<file path="config.mk">
export PLATFORM = sky130hd
export DESIGN_NAME = scnr_host_if
export DESIGN_NICKNAME = d
export VERILOG_FILES = /design/src/scnr_fifo.v /design/src/scnr_host_if.v
export VERILOG_INCLUDE_DIRS = /design/src
export SDC_FILE = /design/constraint.sdc
export NUM_CORES = 1
export LEC_CHECK = 0
export BUFFER_PORTS_ARGS = -buffer_cell sky130_fd_sc_hd__buf_4
export CORE_ASPECT_RATIO = 0.75
export CORE_MARGIN = 10
export CORE_UTILIZATION = 45
export DETAILED_ROUTE_END_ITERATION = 8
export GPL_TIMING_DRIVEN = 0
export SYNTH_ARGS = -nofsm -noshare
export SYNTH_HDL_FRONTEND = slang
export SYNTH_SLANG_ARGS = --single-unit
</file>
<file path="constraint.sdc">
create_clock -name MCLK_IN -period 2.95 [get_ports MCLK_IN]
set_clock_uncertainty 0.2 [all_clocks]
set_input_delay 0.4425 -clock MCLK_IN [delete_from_list [all_inputs] [get_ports MCLK_IN]]
set_output_delay 0.4425 -clock MCLK_IN [all_outputs]
set_load 0.02 [all_outputs]
</file>
<file path="src/scnr_map.vh">
`ifndef SCNR_MAP_VH
`define SCNR_MAP_VH

// ----------------------------------------------------------------
// Configuration store layout
// ----------------------------------------------------------------
`define SCNR_CFG_AW          3
`define SCNR_CFG_DW          8
`define SCNR_CFG_DEPTH       8
`define SCNR_CFG_RST         8'h00
`define SCNR_ADDR_GAIN       3'h5
`define SCNR_ADDR_GAINSRC    3'h6
`define SCNR_BIT_GAINSRC     7

// ----------------------------------------------------------------
// Serial frame layout: header byte then data byte, MSB first
// ----------------------------------------------------------------
`define SCNR_FRAME_BITS      5'h10
`define SCNR_HDR_BITS        5'h08
`define SCNR_HDR_RW_BIT      7
`define SCNR_HDR_ADDR_MSB    2

// ----------------------------------------------------------------
// Data path widths and timing counts
// ----------------------------------------------------------------
`define SCNR_COEF_W          8
`define SCNR_PIX_W           10
`define SCNR_FIFO_DEPTH      4
`define SCNR_PIX_DIV         8
`define SCNR_PIX_CNT_W       8

`endif

</file>
<file path="src/scnr_fifo.v">
`default_nettype none

module scnr_fifo #(
	parameter W     = 10,
	parameter DEPTH = 4,
	parameter AW    = 2
) (
	input  wire         clk_in,        // Master clock
	input  wire         rst_n_in,      // Async reset, active low
	input  wire         in_valid_in,   // Write request
	output wire         in_ready_out,  // Space available
	input  wire [W-1:0] in_data_in,    // Write data
	output wire         out_valid_out, // Data available
	input  wire         out_ready_in,  // Drain accepts
	output wire [W-1:0] out_data_out   // Head word
);

	reg [W-1:0] mem_reg [0:DEPTH-1];
	reg [AW-1:0] wr_ptr_reg;
	reg [AW-1:0] rd_ptr_reg;
	reg [AW:0]   count_reg;
	wire         push;
	wire         pop;

	function [AW-1:0] ptr_inc;
		input [AW-1:0] p;
		begin
			if (p == DEPTH - 1)
				ptr_inc = {AW{1'b0}};
			else
				ptr_inc = p + 1'b1;
		end
	endfunction

	assign in_ready_out  = (count_reg != DEPTH);
	assign out_valid_out = (count_reg != {(AW+1){1'b0}});
	assign out_data_out  = mem_reg[rd_ptr_reg];
	assign push          = in_valid_in & in_ready_out;
	assign pop           = out_valid_out & out_ready_in;

	always @(posedge clk_in) begin
		if (push)
			mem_reg[wr_ptr_reg] <= in_data_in;
	end

	always @(posedge clk_in or negedge rst_n_in) begin
		if (!rst_n_in) begin
			wr_ptr_reg <= {AW{1'b0}};
			rd_ptr_reg <= {AW{1'b0}};
			count_reg  <= {(AW+1){1'b0}};
		end else begin
			if (push)
				wr_ptr_reg <= ptr_inc(wr_ptr_reg);
			if (pop)
				rd_ptr_reg <= ptr_inc(rd_ptr_reg);
			if (push & ~pop)
				count_reg <= count_reg + 1'b1;
			else if (pop & ~push)
				count_reg <= count_reg - 1'b1;
		end
	end

endmodule

`default_nettype wire

</file>
<file path="src/scnr_host_if.v">
// Function
// - On each serial clock rise capture the input bit and update the output bit.
// - Serial clock is unrelated to the master clock; serial logic tracks it apart.
// - Select low frames a transfer; serial activity ignored while select is high.
// - Select affects only the serial port, nothing in scan or pixel paths.
// - Per-pixel gain comes from the 8-bit coefficient bus, bit 0 LSB; only when bit 7 at address 6 is set, else from address 5.
// - Device drives coefficient strobe and latches coefficient on its rising edge.
// - Each converted pixel is a 10-bit word on the pixel bus, bit 0 LSB.
// - End-of-conversion signals each new pixel placed in the output latch.
// - While read is low the output latch drives the pixel bus.
// - While read is high all ten pixel bus outputs float.
// - A low-to-high line sync transition starts a line scan.
// - Line sync returning low ends the scan; host holds it high meanwhile.
`include "scnr_map.vh"
`default_nettype none

module scnr_host_if #(
	parameter PIX_DIV    = `SCNR_PIX_DIV,
	parameter FIFO_DEPTH = `SCNR_FIFO_DEPTH
) (
	input  wire                    MCLK_IN,             // Master clock
	input  wire                    RESET_N_IN,          // Async reset, active low
	input  wire                    SER_CLK_IN,          // Serial clock pin
	input  wire                    SEL_N_IN,            // Serial select, active low
	input  wire                    SERIAL_IN_IN,        // Serial data in
	output reg                     SERIAL_OUT_OUT,      // Serial data out
	output reg                     SERIAL_OUT_OE_OUT,   // Serial out enable
	input  wire [`SCNR_COEF_W-1:0] GAIN_COEF_BUS_IN,    // Coefficient bus
	output reg                     COEF_STROBE_OUT,     // Coefficient clock
	output reg  [`SCNR_COEF_W-1:0] GAIN_OUT,            // Gain to PGA stage
	input  wire [`SCNR_PIX_W-1:0]  ADC_DATA_IN,         // Converter result
	output reg  [`SCNR_PIX_W-1:0]  PIXEL_OUT_BUS_OUT,   // Output latch
	output reg                     PIXEL_OUT_BUS_OE_OUT, // Pixel bus enable
	output reg                     CONV_DONE_OUT,       // New pixel pulse
	input  wire                    READ_N_IN,           // Read, active low
	input  wire                    LINE_SYNC_IN,        // Line scan sync
	output reg                     SCAN_ACTIVE_OUT,     // Scan in progress
	output reg                     OVERRUN_OUT          // Pixel slot held back by full FIFO
);

	localparam CW = `SCNR_PIX_CNT_W;
	localparam [CW-1:0] PIX_LAST = PIX_DIV - 1;
	localparam [CW-1:0] PIX_HALF = PIX_DIV / 2;

	localparam ST_IDLE = 1'b0;
	localparam ST_SCAN = 1'b1;

	// ----------------------------------------------------------------
	// Pin synchronisers
	// ----------------------------------------------------------------
	reg [1:0] sclk_sync_reg;
	reg [1:0] sel_sync_reg;
	reg [1:0] sdin_sync_reg;
	reg [1:0] sync_sync_reg;
	reg [1:0] rd_sync_reg;
	reg [`SCNR_COEF_W-1:0] coef_meta_reg;
	reg [`SCNR_COEF_W-1:0] coef_sync_reg;
	reg       sclk_prev_reg;
	reg       sync_prev_reg;
	reg       rd_prev_reg;

	always @(posedge MCLK_IN or negedge RESET_N_IN) begin
		if (!RESET_N_IN) begin
			sclk_sync_reg <= 2'h0;
			sel_sync_reg  <= 2'h3;
			sdin_sync_reg <= 2'h0;
			sync_sync_reg <= 2'h0;
			rd_sync_reg   <= 2'h3;
			coef_meta_reg <= 8'h00;
			coef_sync_reg <= 8'h00;
			sclk_prev_reg <= 1'b0;
			sync_prev_reg <= 1'b0;
			rd_prev_reg   <= 1'b1;
		end else begin
			sclk_sync_reg <= {sclk_sync_reg[0], SER_CLK_IN};
			sel_sync_reg  <= {sel_sync_reg[0], SEL_N_IN};
			sdin_sync_reg <= {sdin_sync_reg[0], SERIAL_IN_IN};
			sync_sync_reg <= {sync_sync_reg[0], LINE_SYNC_IN};
			rd_sync_reg   <= {rd_sync_reg[0], READ_N_IN};
			coef_meta_reg <= GAIN_COEF_BUS_IN;
			coef_sync_reg <= coef_meta_reg;
			sclk_prev_reg <= sclk_sync_reg[1];
			sync_prev_reg <= sync_sync_reg[1];
			rd_prev_reg   <= rd_sync_reg[1];
		end
	end

	wire sclk_rise = sclk_sync_reg[1] & ~sclk_prev_reg;
	wire sel_n     = sel_sync_reg[1];
	wire sync_rise = sync_sync_reg[1] & ~sync_prev_reg;
	wire sync_low  = ~sync_sync_reg[1];
	wire rd_n      = rd_sync_reg[1];
	wire rd_end    = rd_n & ~rd_prev_reg;

	// ----------------------------------------------------------------
	// Serial configuration port
	// ----------------------------------------------------------------
	reg [`SCNR_CFG_DW-1:0] cfg_mem_reg [0:`SCNR_CFG_DEPTH-1];
	reg [4:0]              bit_cnt_reg;
	reg [`SCNR_CFG_DW-1:0] shin_reg;
	reg [`SCNR_CFG_DW-1:0] shout_reg;
	reg                    rd_xfer_reg;
	reg [`SCNR_CFG_AW-1:0] addr_reg;
	wire [`SCNR_CFG_DW-1:0] shin_next = {shin_reg[`SCNR_CFG_DW-2:0], sdin_sync_reg[1]};
	integer i;

	always @(posedge MCLK_IN or negedge RESET_N_IN) begin
		if (!RESET_N_IN) begin
			for (i = 0; i < `SCNR_CFG_DEPTH; i = i + 1)
				cfg_mem_reg[i] <= `SCNR_CFG_RST;
			bit_cnt_reg       <= 5'h00;
			shin_reg          <= 8'h00;
			shout_reg         <= 8'h00;
			rd_xfer_reg       <= 1'b0;
			addr_reg          <= 3'h0;
			SERIAL_OUT_OUT    <= 1'b0;
			SERIAL_OUT_OE_OUT <= 1'b0;
		end else if (sel_n) begin
			bit_cnt_reg       <= 5'h00;
			rd_xfer_reg       <= 1'b0;
			SERIAL_OUT_OE_OUT <= 1'b0;
		end else if (sclk_rise) begin
			shin_reg <= shin_next;
			if (bit_cnt_reg == `SCNR_FRAME_BITS - 5'h01)
				bit_cnt_reg <= 5'h00;
			else
				bit_cnt_reg <= bit_cnt_reg + 5'h01;
			if (bit_cnt_reg == `SCNR_HDR_BITS - 5'h01) begin
				addr_reg    <= shin_next[`SCNR_HDR_ADDR_MSB:0];
				rd_xfer_reg <= shin_next[`SCNR_HDR_RW_BIT];
				if (shin_next[`SCNR_HDR_RW_BIT]) begin
					SERIAL_OUT_OUT    <= cfg_mem_reg[shin_next[`SCNR_HDR_ADDR_MSB:0]][`SCNR_CFG_DW-1];
					shout_reg         <= {cfg_mem_reg[shin_next[`SCNR_HDR_ADDR_MSB:0]][`SCNR_CFG_DW-2:0], 1'b0};
					SERIAL_OUT_OE_OUT <= 1'b1;
				end
			end else if (bit_cnt_reg == `SCNR_FRAME_BITS - 5'h01) begin
				if (!rd_xfer_reg)
					cfg_mem_reg[addr_reg] <= shin_next;
				rd_xfer_reg       <= 1'b0;
				SERIAL_OUT_OE_OUT <= 1'b0;
			end else if (rd_xfer_reg) begin
				SERIAL_OUT_OUT <= shout_reg[`SCNR_CFG_DW-1];
				shout_reg      <= {shout_reg[`SCNR_CFG_DW-2:0], 1'b0};
			end
		end
	end

	// Serial state changes on detected serial clock edges and clears while select is high; the master clock
	// merely samples it, so any phase or rate below half the sample rate works.

	wire gain_from_bus = cfg_mem_reg[`SCNR_ADDR_GAINSRC][`SCNR_BIT_GAINSRC];
	wire [`SCNR_COEF_W-1:0] gain_fixed = cfg_mem_reg[`SCNR_ADDR_GAIN];

	// ----------------------------------------------------------------
	// Line scan control (select plays no part here)
	// ----------------------------------------------------------------
	reg          state_reg;
	reg [CW-1:0] pix_cnt_reg;
	wire         fifo_in_ready;
	wire         slot = (state_reg == ST_SCAN) && (pix_cnt_reg == {CW{1'b0}});

	always @(posedge MCLK_IN or negedge RESET_N_IN) begin
		if (!RESET_N_IN) begin
			state_reg       <= ST_IDLE;
			pix_cnt_reg     <= {CW{1'b0}};
			SCAN_ACTIVE_OUT <= 1'b0;
			COEF_STROBE_OUT <= 1'b0;
			GAIN_OUT        <= 8'h00;
			OVERRUN_OUT     <= 1'b0;
		end else begin
			case (state_reg)
			ST_IDLE: begin
				COEF_STROBE_OUT <= 1'b0;
				pix_cnt_reg     <= {CW{1'b0}};
				if (sync_rise) begin
					state_reg       <= ST_SCAN;
					SCAN_ACTIVE_OUT <= 1'b1;
					OVERRUN_OUT     <= 1'b0;
				end
			end
			ST_SCAN: begin
				if (sync_low) begin
					state_reg       <= ST_IDLE;
					SCAN_ACTIVE_OUT <= 1'b0;
					COEF_STROBE_OUT <= 1'b0;
				end else begin
					if (slot && !fifo_in_ready) begin
						OVERRUN_OUT <= 1'b1;
					end else begin
						if (pix_cnt_reg == PIX_LAST)
							pix_cnt_reg <= {CW{1'b0}};
						else
							pix_cnt_reg <= pix_cnt_reg + 1'b1;
					end
					if (slot && fifo_in_ready) begin
						COEF_STROBE_OUT <= 1'b1;
						if (gain_from_bus)
							GAIN_OUT <= coef_sync_reg;
						else
							GAIN_OUT <= gain_fixed;
					end else if (pix_cnt_reg == PIX_HALF) begin
						COEF_STROBE_OUT <= 1'b0;
					end
				end
			end
			default: begin
				state_reg       <= ST_IDLE;
				SCAN_ACTIVE_OUT <= 1'b0;
				COEF_STROBE_OUT <= 1'b0;
			end
			endcase
		end
	end

	// ----------------------------------------------------------------
	// Pixel buffer and output latch
	// ----------------------------------------------------------------
	wire                   fifo_out_valid;
	wire [`SCNR_PIX_W-1:0] fifo_out_data;
	reg                    latch_full_reg;
	wire                   latch_load = fifo_out_valid & ~latch_full_reg;

	scnr_fifo #(
		.W     (`SCNR_PIX_W),
		.DEPTH (FIFO_DEPTH),
		.AW    ($clog2(FIFO_DEPTH))
	) u_fifo (
		.clk_in        (MCLK_IN),
		.rst_n_in      (RESET_N_IN),
		.in_valid_in   (slot & ~sync_low),
		.in_ready_out  (fifo_in_ready),
		.in_data_in    (ADC_DATA_IN),
		.out_valid_out (fifo_out_valid),
		.out_ready_in  (~latch_full_reg),
		.out_data_out  (fifo_out_data)
	);

	always @(posedge MCLK_IN or negedge RESET_N_IN) begin
		if (!RESET_N_IN) begin
			latch_full_reg       <= 1'b0;
			PIXEL_OUT_BUS_OUT    <= 10'h000;
			CONV_DONE_OUT        <= 1'b0;
			PIXEL_OUT_BUS_OE_OUT <= 1'b0;
		end else begin
			PIXEL_OUT_BUS_OE_OUT <= ~rd_n;
			CONV_DONE_OUT        <= latch_load;
			if (latch_load) begin
				PIXEL_OUT_BUS_OUT <= fifo_out_data;
				latch_full_reg    <= 1'b1;
			end else if (rd_end) begin
				latch_full_reg <= 1'b0;
			end
		end
	end

endmodule

`default_nettype wire

</file>
Word-level counts from Yosys, hierarchy flattened --
Memory sizes are Yosys's and may differ from the RTL's. A register that Yosys moved wholly into a read port is not among the register bits. Cells that the tools add are included.
Cells by class: reductions and logical operators 23, bitwise operators 21, order comparisons 3, muxes and demuxes 52, add/subtract/negate cells 6, equal/unequal tests 16
Operators by type and width (number):
- $mux W8 | 11
- $bwmux W64 | 1
- $mux W1 | 26
- $bmux W8 S3 | 1
- $demux W8 S3 | 1
- $eq A8 B3 Y1 const B | 2
- $pmux W8 S2 | 1
- $mux W5 | 3
- $reduce_and A3 Y1 | 4
- $not A1 Y1 | 11
- $ne A2 B2 Y1 const B | 5
- $reduce_and A5 Y1 | 2
- $add A8 B1 Y8 const B | 1
- $and A1 B1 Y1 | 8
- $ge A4 B4 Y1 const B | 2
- $logic_not A8 Y1 | 1
- $not A3 Y4 | 2
- $pmux W1 S2 | 4
- $reduce_and A2 Y1 | 4
- $reduce_bool A2 Y1 | 4
- $mux W3 | 2
- $ne A3 B3 Y1 const B | 2
- $reduce_bool A3 Y1 | 2
- $add A5 B1 Y5 const B | 1
- 12 further kinds | 20
Storage, ports and cells: word-level logic and storage cells 159, RAM bits 40, input port bits 25, memories 1, flip-flop bits (word level) 149
Memory list:
- u_fifo.mem_reg | words 4, width 10, rd ports 1, clocked after memory_dff 1, write ports 1, RTL line scnr_fifo.v:18 | reg [W-1:0] mem_reg [0:DEPTH-1];

Longest topological paths before layout --
Gate-level depths: netlist of the first run.
depth in word-level cells 8, gate-level depth with buffers 11, depth with buffers taken out 10

Cells and area by module --
Synthesis of the first run repeated with hierarchy kept, for this count alone.
Unflattened totals: cells, all modules 555, area total of the unflattened synthesis 8224.1 um^2
By module, submodules not included:
- scnr_host_if | seq. area each 3784.9 um^2, instances 1, area an instance 6332.3 um^2, cells an instance 466
- scnr_fifo | seq. area each 1376.3 um^2, instances 1, area an instance 1891.8 um^2, cells an instance 89

Worst setup path before layout of the first run --
No wires, ideal clock.
path kind reg2reg, from reg pix_cnt_reg[3], to reg u_fifo.count_reg[2], required time 2.671 ns, clock period less this slack 3.040 ns, slack -0.090 ns, arrival time 2.760 ns, buffers on the path 1, cell stages (with the launch flop) 10, library setup time 0.079 ns, cells stage by stage dfrtp_1 -> or4_1 -> a2111oi_2 -> buf_2 -> ha_1 -> inv_1 -> fa_1 -> xor2_1 -> nor2_1 -> xor2_1
Between the ends: word-level cells in the longest chain between the ends 7
RTL lines:
- start: declaration | RTL line scnr_host_if.v:158 | reg [CW-1:0] pix_cnt_reg;
- start signal: assignment | RTL line scnr_host_if.v:165 | pix_cnt_reg <= {CW{1'b0}};
- start signal: assignment | RTL line scnr_host_if.v:174 | pix_cnt_reg <= {CW{1'b0}};
- start signal: assignment | RTL line scnr_host_if.v:191 | pix_cnt_reg <= {CW{1'b0}};
- $logic_not A8 Y1 (*) | RTL line scnr_host_if.v:160 | wire slot = (state_reg == ST_SCAN) && (pix_cnt_reg == {CW{1'b0}});
- $logic_and A1 B1 Y1 (*) | RTL line scnr_host_if.v:160
- $and A1 B1 Y1 (*) | RTL line scnr_host_if.v:230 | .in_valid_in (slot & ~sync_low),
- $and A1 B1 Y1 (*) | RTL line scnr_fifo.v:38 | assign push = in_valid_in & in_ready_out;
- named net u_fifo.push | RTL line scnr_fifo.v:22 | wire push;
- $not A1 Y1 | RTL line scnr_fifo.v:58 | else if (pop & ~push)
- $and A1 B1 Y1 | RTL line scnr_fifo.v:58
- $reduce_bool A2 Y1 (no source line)
- end signal: assignment | RTL line scnr_fifo.v:50 | count_reg <= {(AW+1){1'b0}};
- end signal: assignment | RTL line scnr_fifo.v:57 | count_reg <= count_reg + 1'b1;
- end signal: assignment | RTL line scnr_fifo.v:59 | count_reg <= count_reg - 1'b1;
- end: declaration | RTL line scnr_fifo.v:21 | reg [AW:0] count_reg;
The timed path passes the listed nets; every way through them passes the cells marked *. A chain may end at the register's enable or synchronous reset.

Worst setup path in the final report of the first run --
Same ends and word-level chain as after synthesis.

==> results of run 1 <==
[final cells by class]
class / count / area share
Clock inverter: 15 / 0.0139
Buffer: 30 / 0.0139
Sequential cell: 198 / 0.533
Clock buffer: 17 / 0.0439
Timing Repair Buffer: 72 / 0.0641
Multi-Input combinational cell: 289 / 0.296
Tap cell: 242 / 0.0313
Inverter: 10 / 0.00387
[timing repair]
| item | CTS | global route |
|---|---|---|
| endpoints found under the hold margin | 110 | 5 |
| hold buffers | 19 | 2 |
| gates cloned | 0 | 0 |
| setup buffers | 1 | 0 |
| setup endpoints to repair | 2 | 9 |
| pin swaps | 1 | 0 |
| gates resized for setup | 2 | 2 |
[metrics by stage]
stage                     hold WS, ps  power (mW)   util  TNS (ps)  setup slack [ps]
after floorplan                 -53.1        4.27      -         0              84.0
after CTS                       0.654        7.13  0.544         0              1.52
after detailed placement          136        4.89  0.501      -460              -251
after global routing             2.87        7.42  0.545      -134              -133
final                            16.5        7.03  0.545         0              75.6
after global placement            133        4.81  0.499      -369              -212
[placed cells by master (no fill, tap or decap), types with 3 or more instances in the layout]
| cell | n |
|---|---|
| clkbuf_16 | 17 |
| inv_6 | 5 |
| dlygate4sd3_1 | 21 |
| dfstp_2 | 5 |
| buf_4 | 50 |
| dfrtp_1 | 153 |
| nand2b_1 | 6 |
| a22o_1 | 8 |
| buf_2 | 7 |
| nand2_1 | 17 |
| mux2_2 | 107 |
| a21oi_1 | 18 |
| nor2_1 | 27 |
| nand3b_1 | 5 |
| and2_1 | 6 |
| a211oi_1 | 3 |
| o21ai_0 | 5 |
| mux2i_1 | 11 |
| nor3_1 | 3 |
| inv_8 | 3 |
| clkbuf_1 | 13 |
| edfxtp_1 | 40 |
| ha_1 | 9 |
| nand3_1 | 4 |
| mux4_2 | 26 |
| buf_1 | 6 |
| inv_1 | 10 |
| xor2_1 | 3 |
[metal layers]
metal / share of wire / vias to the layer above / wire length, µm
li1: - / 2125 / -
met1: 0.49 / 2354 / 7780
met2: 0.47 / 54 / 7490
met3: 0.034 / 14 / 542
met4: 0.0096 / 0 / 153
met5: 0 / - / 0
[worst paths after layout]
kind | slack (ps) | cells after the start | from | end
setup / recovery | 80 | 9 | pix_cnt_reg[3] | u_fifo.count_reg[2]
hold / removal | 20 | 1 | ADC_DATA_IN[7] | u_fifo.mem_reg[0][7]
setup reg to reg | 80 | 9 | pix_cnt_reg[3] | u_fifo.count_reg[2]
hold reg to reg | 150 | 0 | sclk_sync_reg[0] | sclk_sync_reg[1]
max in group asynchronous | 1320 | 3 | RESET_N_IN | sel_sync_reg[1]
min in group asynchronous | 390 | 2 | RESET_N_IN | CONV_DONE_OUT
[cells by family (layout without fill, tap and decap cells)]
group | count (synthesis) | in the layout | synth area share
AO/OA/AOI/OAI | 45 | 45 | 0.0384
XOR/XNOR | 4 | 4 | 0.00428
adder cells (fa/ha/maj) | 10 | 10 | 0.0162
buffers and inverters | 40 | 144 | 0.0200
flip-flops | 198 | 198 | 0.631
multiplexers | 146 | 146 | 0.235
AND/OR/NAND/NOR | 84 | 84 | 0.0549
[worst reg2reg max path: stages, from the launching register on]
cell       delay, ps
dfrtp_1          440
or4_4            620
a2111oi_4        280
buf_6            210
ha_1             210
inv_1             60
fa_1             370
xor2_1           150
nor2_1           110
xor2_1           150
[where the power goes]
group	switching, mW	internal (mW)	leakage (nW)
logic	0.843	0.704	1.54
clock network	1.09	1.11	0.271
registers	0.194	3.09	2.42
total	2.12	4.91	4.23
==> reports/qor.yml, run 1 <==
status:
  outcome: "completed"
synth:
  yosysMostFrequentCell: "dfrtp_1"
  ys_types: 48
  synthArstFlopShare: 0.798
  synth_area_leaders: "dfrtp_1 (47%), mux2_2 (15%), edfxtp_1 (15%)"
  synth_commonest_cells: "dfrtp_1 (153), mux2_2 (107), edfxtp_1 (40), nor2_1 (27), mux4_2 (26)"
  ys_ff_latch: 198
  avgSynthCellArea_um2: 15.5
  synth_edf_count: 40
  syn_inst: 527
  synth_top_area_frac: 0.468
  synth_largest_area_cell: "dfrtp_1"
  ys_seq_area_frac: 0.631
  netlist_area_um2: 8180
  ys.flop_type: "dfrtp_1"
  yosysWarnings: 0
  synth_nets: 562
cts:
  cts_inserted_buffers: 17
  cts_max_level: 4
  numClockSinks: 198
  clkLatencyLatePin_ps: 430
  clockBufferDepth: 2
  cts_tree: "yes"
  clk_pin_slew_ps: 70
  ctsRootBufferMaster: "clkbuf_16"
global_routing:
  met3_usage: 0.0355
  grtUsageMet2: 0.225
  grt_pass1_wl_mm: 26.5
  grt_use_total: 0.142
  use_met1: 0.191
  grt_max_degree: 82
  busiest_layer: "met2"
  grt_pass1_vias: 4915
  overflow: 0
  antenna_found_initial: 0
placed_design:
  dp.final_hpwl_mm: 11.1
  dp.cells: 819
  postPlaceCellArea_um2: 8900
  gp_congestion: 0.742
  portBuffers: 49
layout:
  syn_to_final_growth_pct: 18.4
  fin_area_um2: 9690
  largest_reg_flops: 56
  nNetsFinal: 653
  diodes: 0
  fillers: 1457
  final_cells: 873
  drive_gt1_frac: 0.377
  regArea_um2: 5160
  multiInputGateArea_um2: 2870
sta:
  fmax_mhz: 348
  finalSetupViolations: 0
  maxSlewViolCount: 0
  worst_pin_slew_ps: 1020
  period_share: 0.974
  hold_viol: 0
  rsz0062_at_grt: "yes"
  period_minus_slack_ps: 2870
  timing.max_slew.rel_slack: 0.316
drt:
  wl_mm: 16.0
  routedWlPerCell_um: 18.3
  drc: 0
  antenna_left: 0
  vias_per_cell: 5.21
  vias: 4547
  drtIter0Drc: 230
  first_pass_iters: 4
worst_setup_path:
  worstSetupEndpointType: "flop"
  crit_chain: "or4_4 > a2111oi_4 > buf_6 > ha_1 > inv_1 > fa_1 > xor2_1 > nor2_1 > xor2_1"
  cp_max_fo: 10
  cp-start-kind: "flop"
  required_ps: 3100
  path_common_cell: "xor2_1"
  crit_path_max_incr_delay_ps: 620
  slowest_stage: "or4_4"
  cp_num_buf_inv: 2
  worstPathArrival_ps: 3030
  path_class: "flop to flop"
  cp_top_family: "simple AND/OR/NAND/NOR gates"
power:
  ir_drop_uv: 448
  power_leakage_nw: 4.23
  powerDensity_nw_per_um2: 725
min_path:
  min_path_type: "input pin to flop"
job:
  cap_violations: 0
floorplanning:
  die_w_um: 176
  start_util: 0.460
  core_um2: 17800
  rows: 42
  die_h_um: 137
  num_io_pins: 50
  die-area_um2: 24000
Note: power is estimated with default switching activity, not from simulation.
==> run 2, diff against run 1 <==
--- a/config.mk
+++ b/config.mk
@@ -9,7 +9,7 @@
 export BUFFER_PORTS_ARGS = -buffer_cell sky130_fd_sc_hd__buf_4
 export CORE_ASPECT_RATIO = 0.75
 export CORE_MARGIN = 10
-export CORE_UTILIZATION = 45
+export CORE_UTILIZATION = 40
 export DETAILED_ROUTE_END_ITERATION = 8
 export GPL_TIMING_DRIVEN = 0
 export SYNTH_ARGS = -nofsm -noshare
==> run 2 against run 1 <==
  * Design area rose by 1.4%
  * Sequential power hardly changed
  * Count of clock-buffer cells in the layout unchanged
==> reports/qor.yml, run 2 (synthesis gave the netlist of run 1 again) <==
placed_design:
  dp.final_hpwl_mm: 10.9
  postPlaceCellArea_um2: 8920
  portBuffers: 49
  gp_congestion: 0.773
sta:
  maxSlewViolCount: 0
  fmax_mhz: 361
  hold_viol: 0
  timing.max_slew.rel_slack: 0.321
  period_minus_slack_ps: 2770
  finalSetupViolations: 0
  timing.hold.ws_ps: 151
  finalSetupTns_ps: 0
  period_share: 0.939
  rsz0062_at_grt: "no"
  worst_pin_slew_ps: 1020
layout:
  diodes: 0
  syn_to_final_growth_pct: 20.2
  multiInputGateArea_um2: 2880
  drive_gt1_frac: 0.387
  largest_reg_flops: 56
  layout_common_cells: "dfrtp_1 (151), mux2_2 (107), buf_4 (55)"
  final_common_cell: "dfrtp_1"
  fin_area_um2: 9830
  regArea_um2: 5160
  nNetsFinal: 661
  final_core_util: 0.488
  fillers: 1734
global_routing:
  overflow: 0
  antenna_found_initial: 0
  grt_max_degree: 98
  grt_pass1_vias: 4910
  grt_pass1_wl_mm: 26.2
  grt_use_total: 0.127
power:
  ir_drop_uv: 376
  power_leakage_nw: 4.29
  powerDensity_nw_per_um2: 727
job:
  cap_violations: 0
drt:
  vias_per_cell: 5.07
  drc: 0
  antenna_left: 0
  routedWlPerCell_um: 17.6
  drtIter0Drc: 221
  wl_mm: 15.8
  vias: 4545
  first_pass_iters: 4
worst_setup_path:
  path_class: "flop to flop"
  worstSetupEndpointType: "flop"
  worstPathArrival_ps: 2930
  cp-start-kind: "flop"
  required_ps: 3110
  cp_max_fo: 5
  ff2ff_path_depth: 9
cts:
  clockBufferDepth: 2
  clkLatencyLatePin_ps: 440
  numClockSinks: 198
  cts_tree: "yes"
  cts_inserted_buffers: 17
  clk_pin_slew_ps: 70
  ctsRootBufferMaster: "clkbuf_16"
  cts_max_level: 4
floorplanning:
  die_w_um: 185
  die_h_um: 144
  rows: 45
  core_um2: 20200
  num_io_pins: 50
  start_util: 0.406
  die-area_um2: 26600
min_path:
  hold_depth: 0
  min_path_type: "flop to flop"
status:
  outcome: "completed"
## run 2: cell count changes in the layout (fill, tap and decap cells not counted), sizes merged
cell | before | now
inv | 18 | 19
buf | 66 | 72
clkbuf | 32 | 31
clkinvlp | 2 | 0
clkinv | 5 | 6
dlygate4sd3 | 21 | 24
## run 2: area by class of cell
type | count | area share
multi-input cells | 289 | 0.293
plain buffers | 30 | 0.0137
clock buffers | 17 | 0.0433
repair buffers | 80 | 0.0696
well taps | 258 | 0.0328
clock inverters | 15 | 0.0180
inverters | 10 | 0.00382
flip-flops and latches | 198 | 0.525
## run 2: power breakdown
group          switching, mW  internal, mW  leakage, nW
registers              0.191          3.09         2.41
logic                  0.835         0.715         1.58
clock network           1.17          1.15        0.295
## run 2: final timing paths
kind | to | slack, ps | startpoint
hold / removal | sclk_sync_reg[1] | 150 | sclk_sync_reg[0]
max in group asynchronous | rd_prev_reg | 1290 | RESET_N_IN
setup / recovery | u_fifo.count_reg[2] | 180 | pix_cnt_reg[7]
min in group asynchronous | cfg_mem_reg[35] | 370 | RESET_N_IN
hold reg to reg | sclk_sync_reg[1] | 150 | sclk_sync_reg[0]
setup reg to reg | u_fifo.count_reg[2] | 180 | pix_cnt_reg[7]
## run 2: worst max-delay path: stages, from the launching register on
cell	delay, ps
dfrtp_1	400
or4_4	590
a2111oi_4	340
buf_6	180
ha_4	130
inv_1	50
fa_1	380
xor2_1	150
nor2_1	120
xor2_1	150
## run 2: through the flow
stage | worst slack (ps) | power [mW] | cells
final | 181 | 7.15 | 897
after global routing | 13.3 | 7.56 | 897
after CTS | 18.4 | 7.23 | 892
after detailed placement | -351 | 4.87 | 835
after global placement | -219 | 4.81 | 834
after floorplan | 84.0 | 4.27 | 527
## run 2: timing repair
action / 4_1_cts / 5_1_grt
endpoints found under the hold margin: 112 / 0
hold buffers: 24 / 0
pin swaps: 1 / 4
gates cloned: 0 / 0
endpoints found under the setup margin: 3 / 3
setup buffers: 1 / 5
gates resized for setup: 3 / 5
## run 2: routing by layer
metal	GRT usage	vias up	share of wire
met3	0.0323	14	0.034
met5	0	-	0
met1	0.171	2336	0.49
met4	0.0414	0	0.012
met2	0.197	67	0.46
li1	-	2128	-
==> run 3, diff against run 2 <==
--- a/config.mk
+++ b/config.mk
@@ -14,4 +14,5 @@
 export GPL_TIMING_DRIVEN = 0
 export SYNTH_ARGS = -nofsm -noshare
 export SYNTH_HDL_FRONTEND = slang
+export SYNTH_HIERARCHICAL = 1
 export SYNTH_SLANG_ARGS = --single-unit
==> constraint.sdc (replaced) <==
create_clock -name MCLK_IN -period 2.71 [get_ports MCLK_IN]
set_clock_uncertainty 0.2 [all_clocks]
set_input_delay 0.4065 -clock MCLK_IN [delete_from_list [all_inputs] [get_ports MCLK_IN]]
set_output_delay 0.4065 -clock MCLK_IN [all_outputs]
set_load 0.02 [all_outputs]
==> run 3 against run 2 <==
  * The flow now finishes with violations (negative setup slack)
  * Combinational power rose by 11%
  * Final cell count rose by 4.6%
  * Worst hold slack got worse by 2.3 ps
  * Synthesized area rose by 0.55%
  * Design area rose by 2.0%
  * Global-route usage rose by 0.88 points
  * Die area rose by 0.48%
  * Critical path type unchanged
  * Largest power group unchanged
==> reports/qor.yml, run 3 <==
worst_setup_path:
  crit_path_max_incr_delay_ps: 550
  slowest_stage: "or4_4"
  critPathLaunch: "pix_cnt_reg[5]"
  cp_max_fo: 3
  ff2ff_setup_slack_ps: -290
  ff2ff_path_depth: 8
  worstSetupEndpointType: "flop"
  cp-start-kind: "flop"
  r2r-start: "pix_cnt_reg[5]"
  required_ps: 2820
  worstPathArrival_ps: 3120
  crit_end: "u_fifo/count_reg[1]"
  crit_chain: "or4_4 > or3b_4 > nor3_4 > a21boi_4 > ha_4 > inv_2 > fa_2 > mux2_4"
  reg2reg_to: "u_fifo/count_reg[1]"
  path_class: "flop to flop"
layout:
  final_common_cell: "dfrtp_1"
  fin_area_um2: 10000
  drive_gt1_frac: 0.371
  largest_reg_flops: 56
  layout_common_cells: "dfrtp_1 (153), mux2_2 (103), buf_4 (62)"
  nNetsFinal: 702
  diodes: 0
  syn_to_final_growth_pct: 21.9
sta:
  timing.max_slew.rel_slack: 0.377
  hold_viol: 0
  worst_pin_slew_ps: 934
  period_minus_slack_ps: 3000
  finalSetupTns_ps: -670
  fmax_mhz: 333
  timing.hold.ws_ps: 149
  rsz0062_at_grt: "yes"
  finalSetupViolations: 12
  period_share: 1.11
  fin_ws_ps: -294
  maxSlewViolCount: 0
drt:
  vias_per_cell: 5.27
  vias: 4941
  wl_mm: 17.3
  drtIter0Drc: 316
  drc: 0
  antenna_left: 0
  first_pass_iters: 7
  routedWlPerCell_um: 18.4
floorplanning:
  start_util: 0.407
  rows: 45
  core_um2: 20200
  die_w_um: 186
  num_io_pins: 50
  die-area_um2: 26800
  die_h_um: 144
synth:
  synth_nets: 590
  yosysWarnings: 6
  yosysMostFrequentCell: "dfrtp_1"
  ys_types: 57
  ys_ff_latch: 198
  netlist_area_um2: 8220
  synth_edf_count: 40
  ys.flop_type: "dfrtp_1"
  synth_commonest_cells: "dfrtp_1 (153), mux2_2 (104), edfxtp_1 (40), mux2i_1 (31), nand2_1 (19)"
  syn_inst: 555
  synth_top_area_frac: 0.466
  avgSynthCellArea_um2: 14.8
  synth_largest_area_cell: "dfrtp_1"
  synthArstFlopShare: 0.798
  synth_area_leaders: "dfrtp_1 (47%), edfxtp_1 (15%), mux2_2 (14%)"
  ys_seq_area_frac: 0.628
cts:
  clockBufferDepth: 2
  ctsRootBufferMaster: "clkbuf_16"
  clkLatencyLatePin_ps: 440
  numClockSinks: 198
  clk_pin_slew_ps: 70
  cts_max_level: 4
  cts_tree: "yes"
  cts_inserted_buffers: 17
placed_design:
  postPlaceCellArea_um2: 8970
  gp_congestion: 0.775
  post-place-ws_ps: -566
  dp.final_hpwl_mm: 11.2
  portBuffers: 49
power:
  powerDensity_nw_per_um2: 766
  finalPower_mw: 7.68
  ir_drop_uv: 398
  power_leakage_nw: 4.46
global_routing:
  grt_max_degree: 81
  antenna_found_initial: 0
  grt_use_total: 0.136
  overflow: 0
  grt_pass1_wl_mm: 28.0
  grt_pass1_vias: 5232
min_path:
  min_path_type: "flop to flop"
status:
  outcome: "finished, violations left"
  violations: "negative setup slack"
job:
  cap_violations: 0
## run 3: cell count changes after synthesis, sizes merged, moves of 6 or more
cell   previous run  this run
mux4             26        12
a31oi             1         8
nand3             4        14
a22oi             0        14
a22o              8         0
mux2i            11        31
nor2             28        18
buf              16        10
## run 3: routing by layer
layer	vias to the layer above	wire [µm]	GRT usage
met5	-	0	0
met3	10	648	0.0331
li1	2270	-	-
met2	90	7790	0.201
met4	0	150	0.0419
met1	2571	8700	0.192
## run 3: cells by family (layout without fill, tap and decap cells)
logic type	Yosys count	in the layout	share of synthesized area
DFF	198	198	0.628
AOI/OAI and AO/OA	59	59	0.0478
buffers and inverters	43	164	0.0215
and+or+nand+nor	91	95	0.0651
adders and majority gates	10	10	0.0161
xor gates and xnor gates	5	5	0.00533
muxes	149	149	0.217
## run 3: power breakdown
| part | leakage, nW | switching [mW] | internal (mW) |
|---|---|---|---|
| clock network | 0.286 | 1.22 | 1.25 |
| logic | 1.74 | 0.905 | 0.814 |
| registers | 2.43 | 0.181 | 3.31 |
## run 3: through the flow
step / util / std cells
floorplan: - / 555
global placement: 0.442 / 862
detailed placement: 0.444 / 863
CTS: 0.494 / 933
global route: 0.496 / 938
finish: 0.496 / 938
## run 3: how the worst min path moves through the flow
stage | start | to | depth (start not counted)
after floorplan | RESET_N_IN | COEF_STROBE_OUT | 0
after global placement | coef_meta_reg[1] | coef_sync_reg[1] | 0
after detailed placement | coef_meta_reg[3] | coef_sync_reg[3] | 0
after CTS | coef_meta_reg[1] | coef_sync_reg[1] | 0
after global routing | coef_meta_reg[1] | coef_sync_reg[1] | 0
final | coef_meta_reg[0] | coef_sync_reg[0] | 0
## run 3: area by class of cell
class                      count  area, µm²
fill                        1677      10200
sequential                   198       5160
multi-input combinational    318       2990
timing repair buffer          90        797
clock buffer                  19        443
tap                          258        323
clock inverter                13        135
buffer                        27        119
inverter                      15       56.3
## run 3: repair_timing
| action | in CTS | in global routing |
|---|---|---|
| pin swaps | 15 | 4 |
| resized for setup | 14 | 5 |
| endpoints found under the setup margin | 95 | 69 |
| buffers inserted | 14 | 3 |
| endpoints found under the hold margin | 132 | 0 |
| hold buffers | 24 | 0 |
| cloned | 1 | 3 |
## run 3: worst max-delay path, delay by kind of cell, from the launching register on
| family | cells | cell delay, ps |
|---|---|---|
| adders and majority gates | 2 | 580 |
| and+or+nand+nor | 3 | 1160 |
| DFF | 1 | 380 |
| AOI/OAI and AO/OA | 1 | 250 |
| muxes | 1 | 280 |
| buffers and inverters | 1 | 40 |
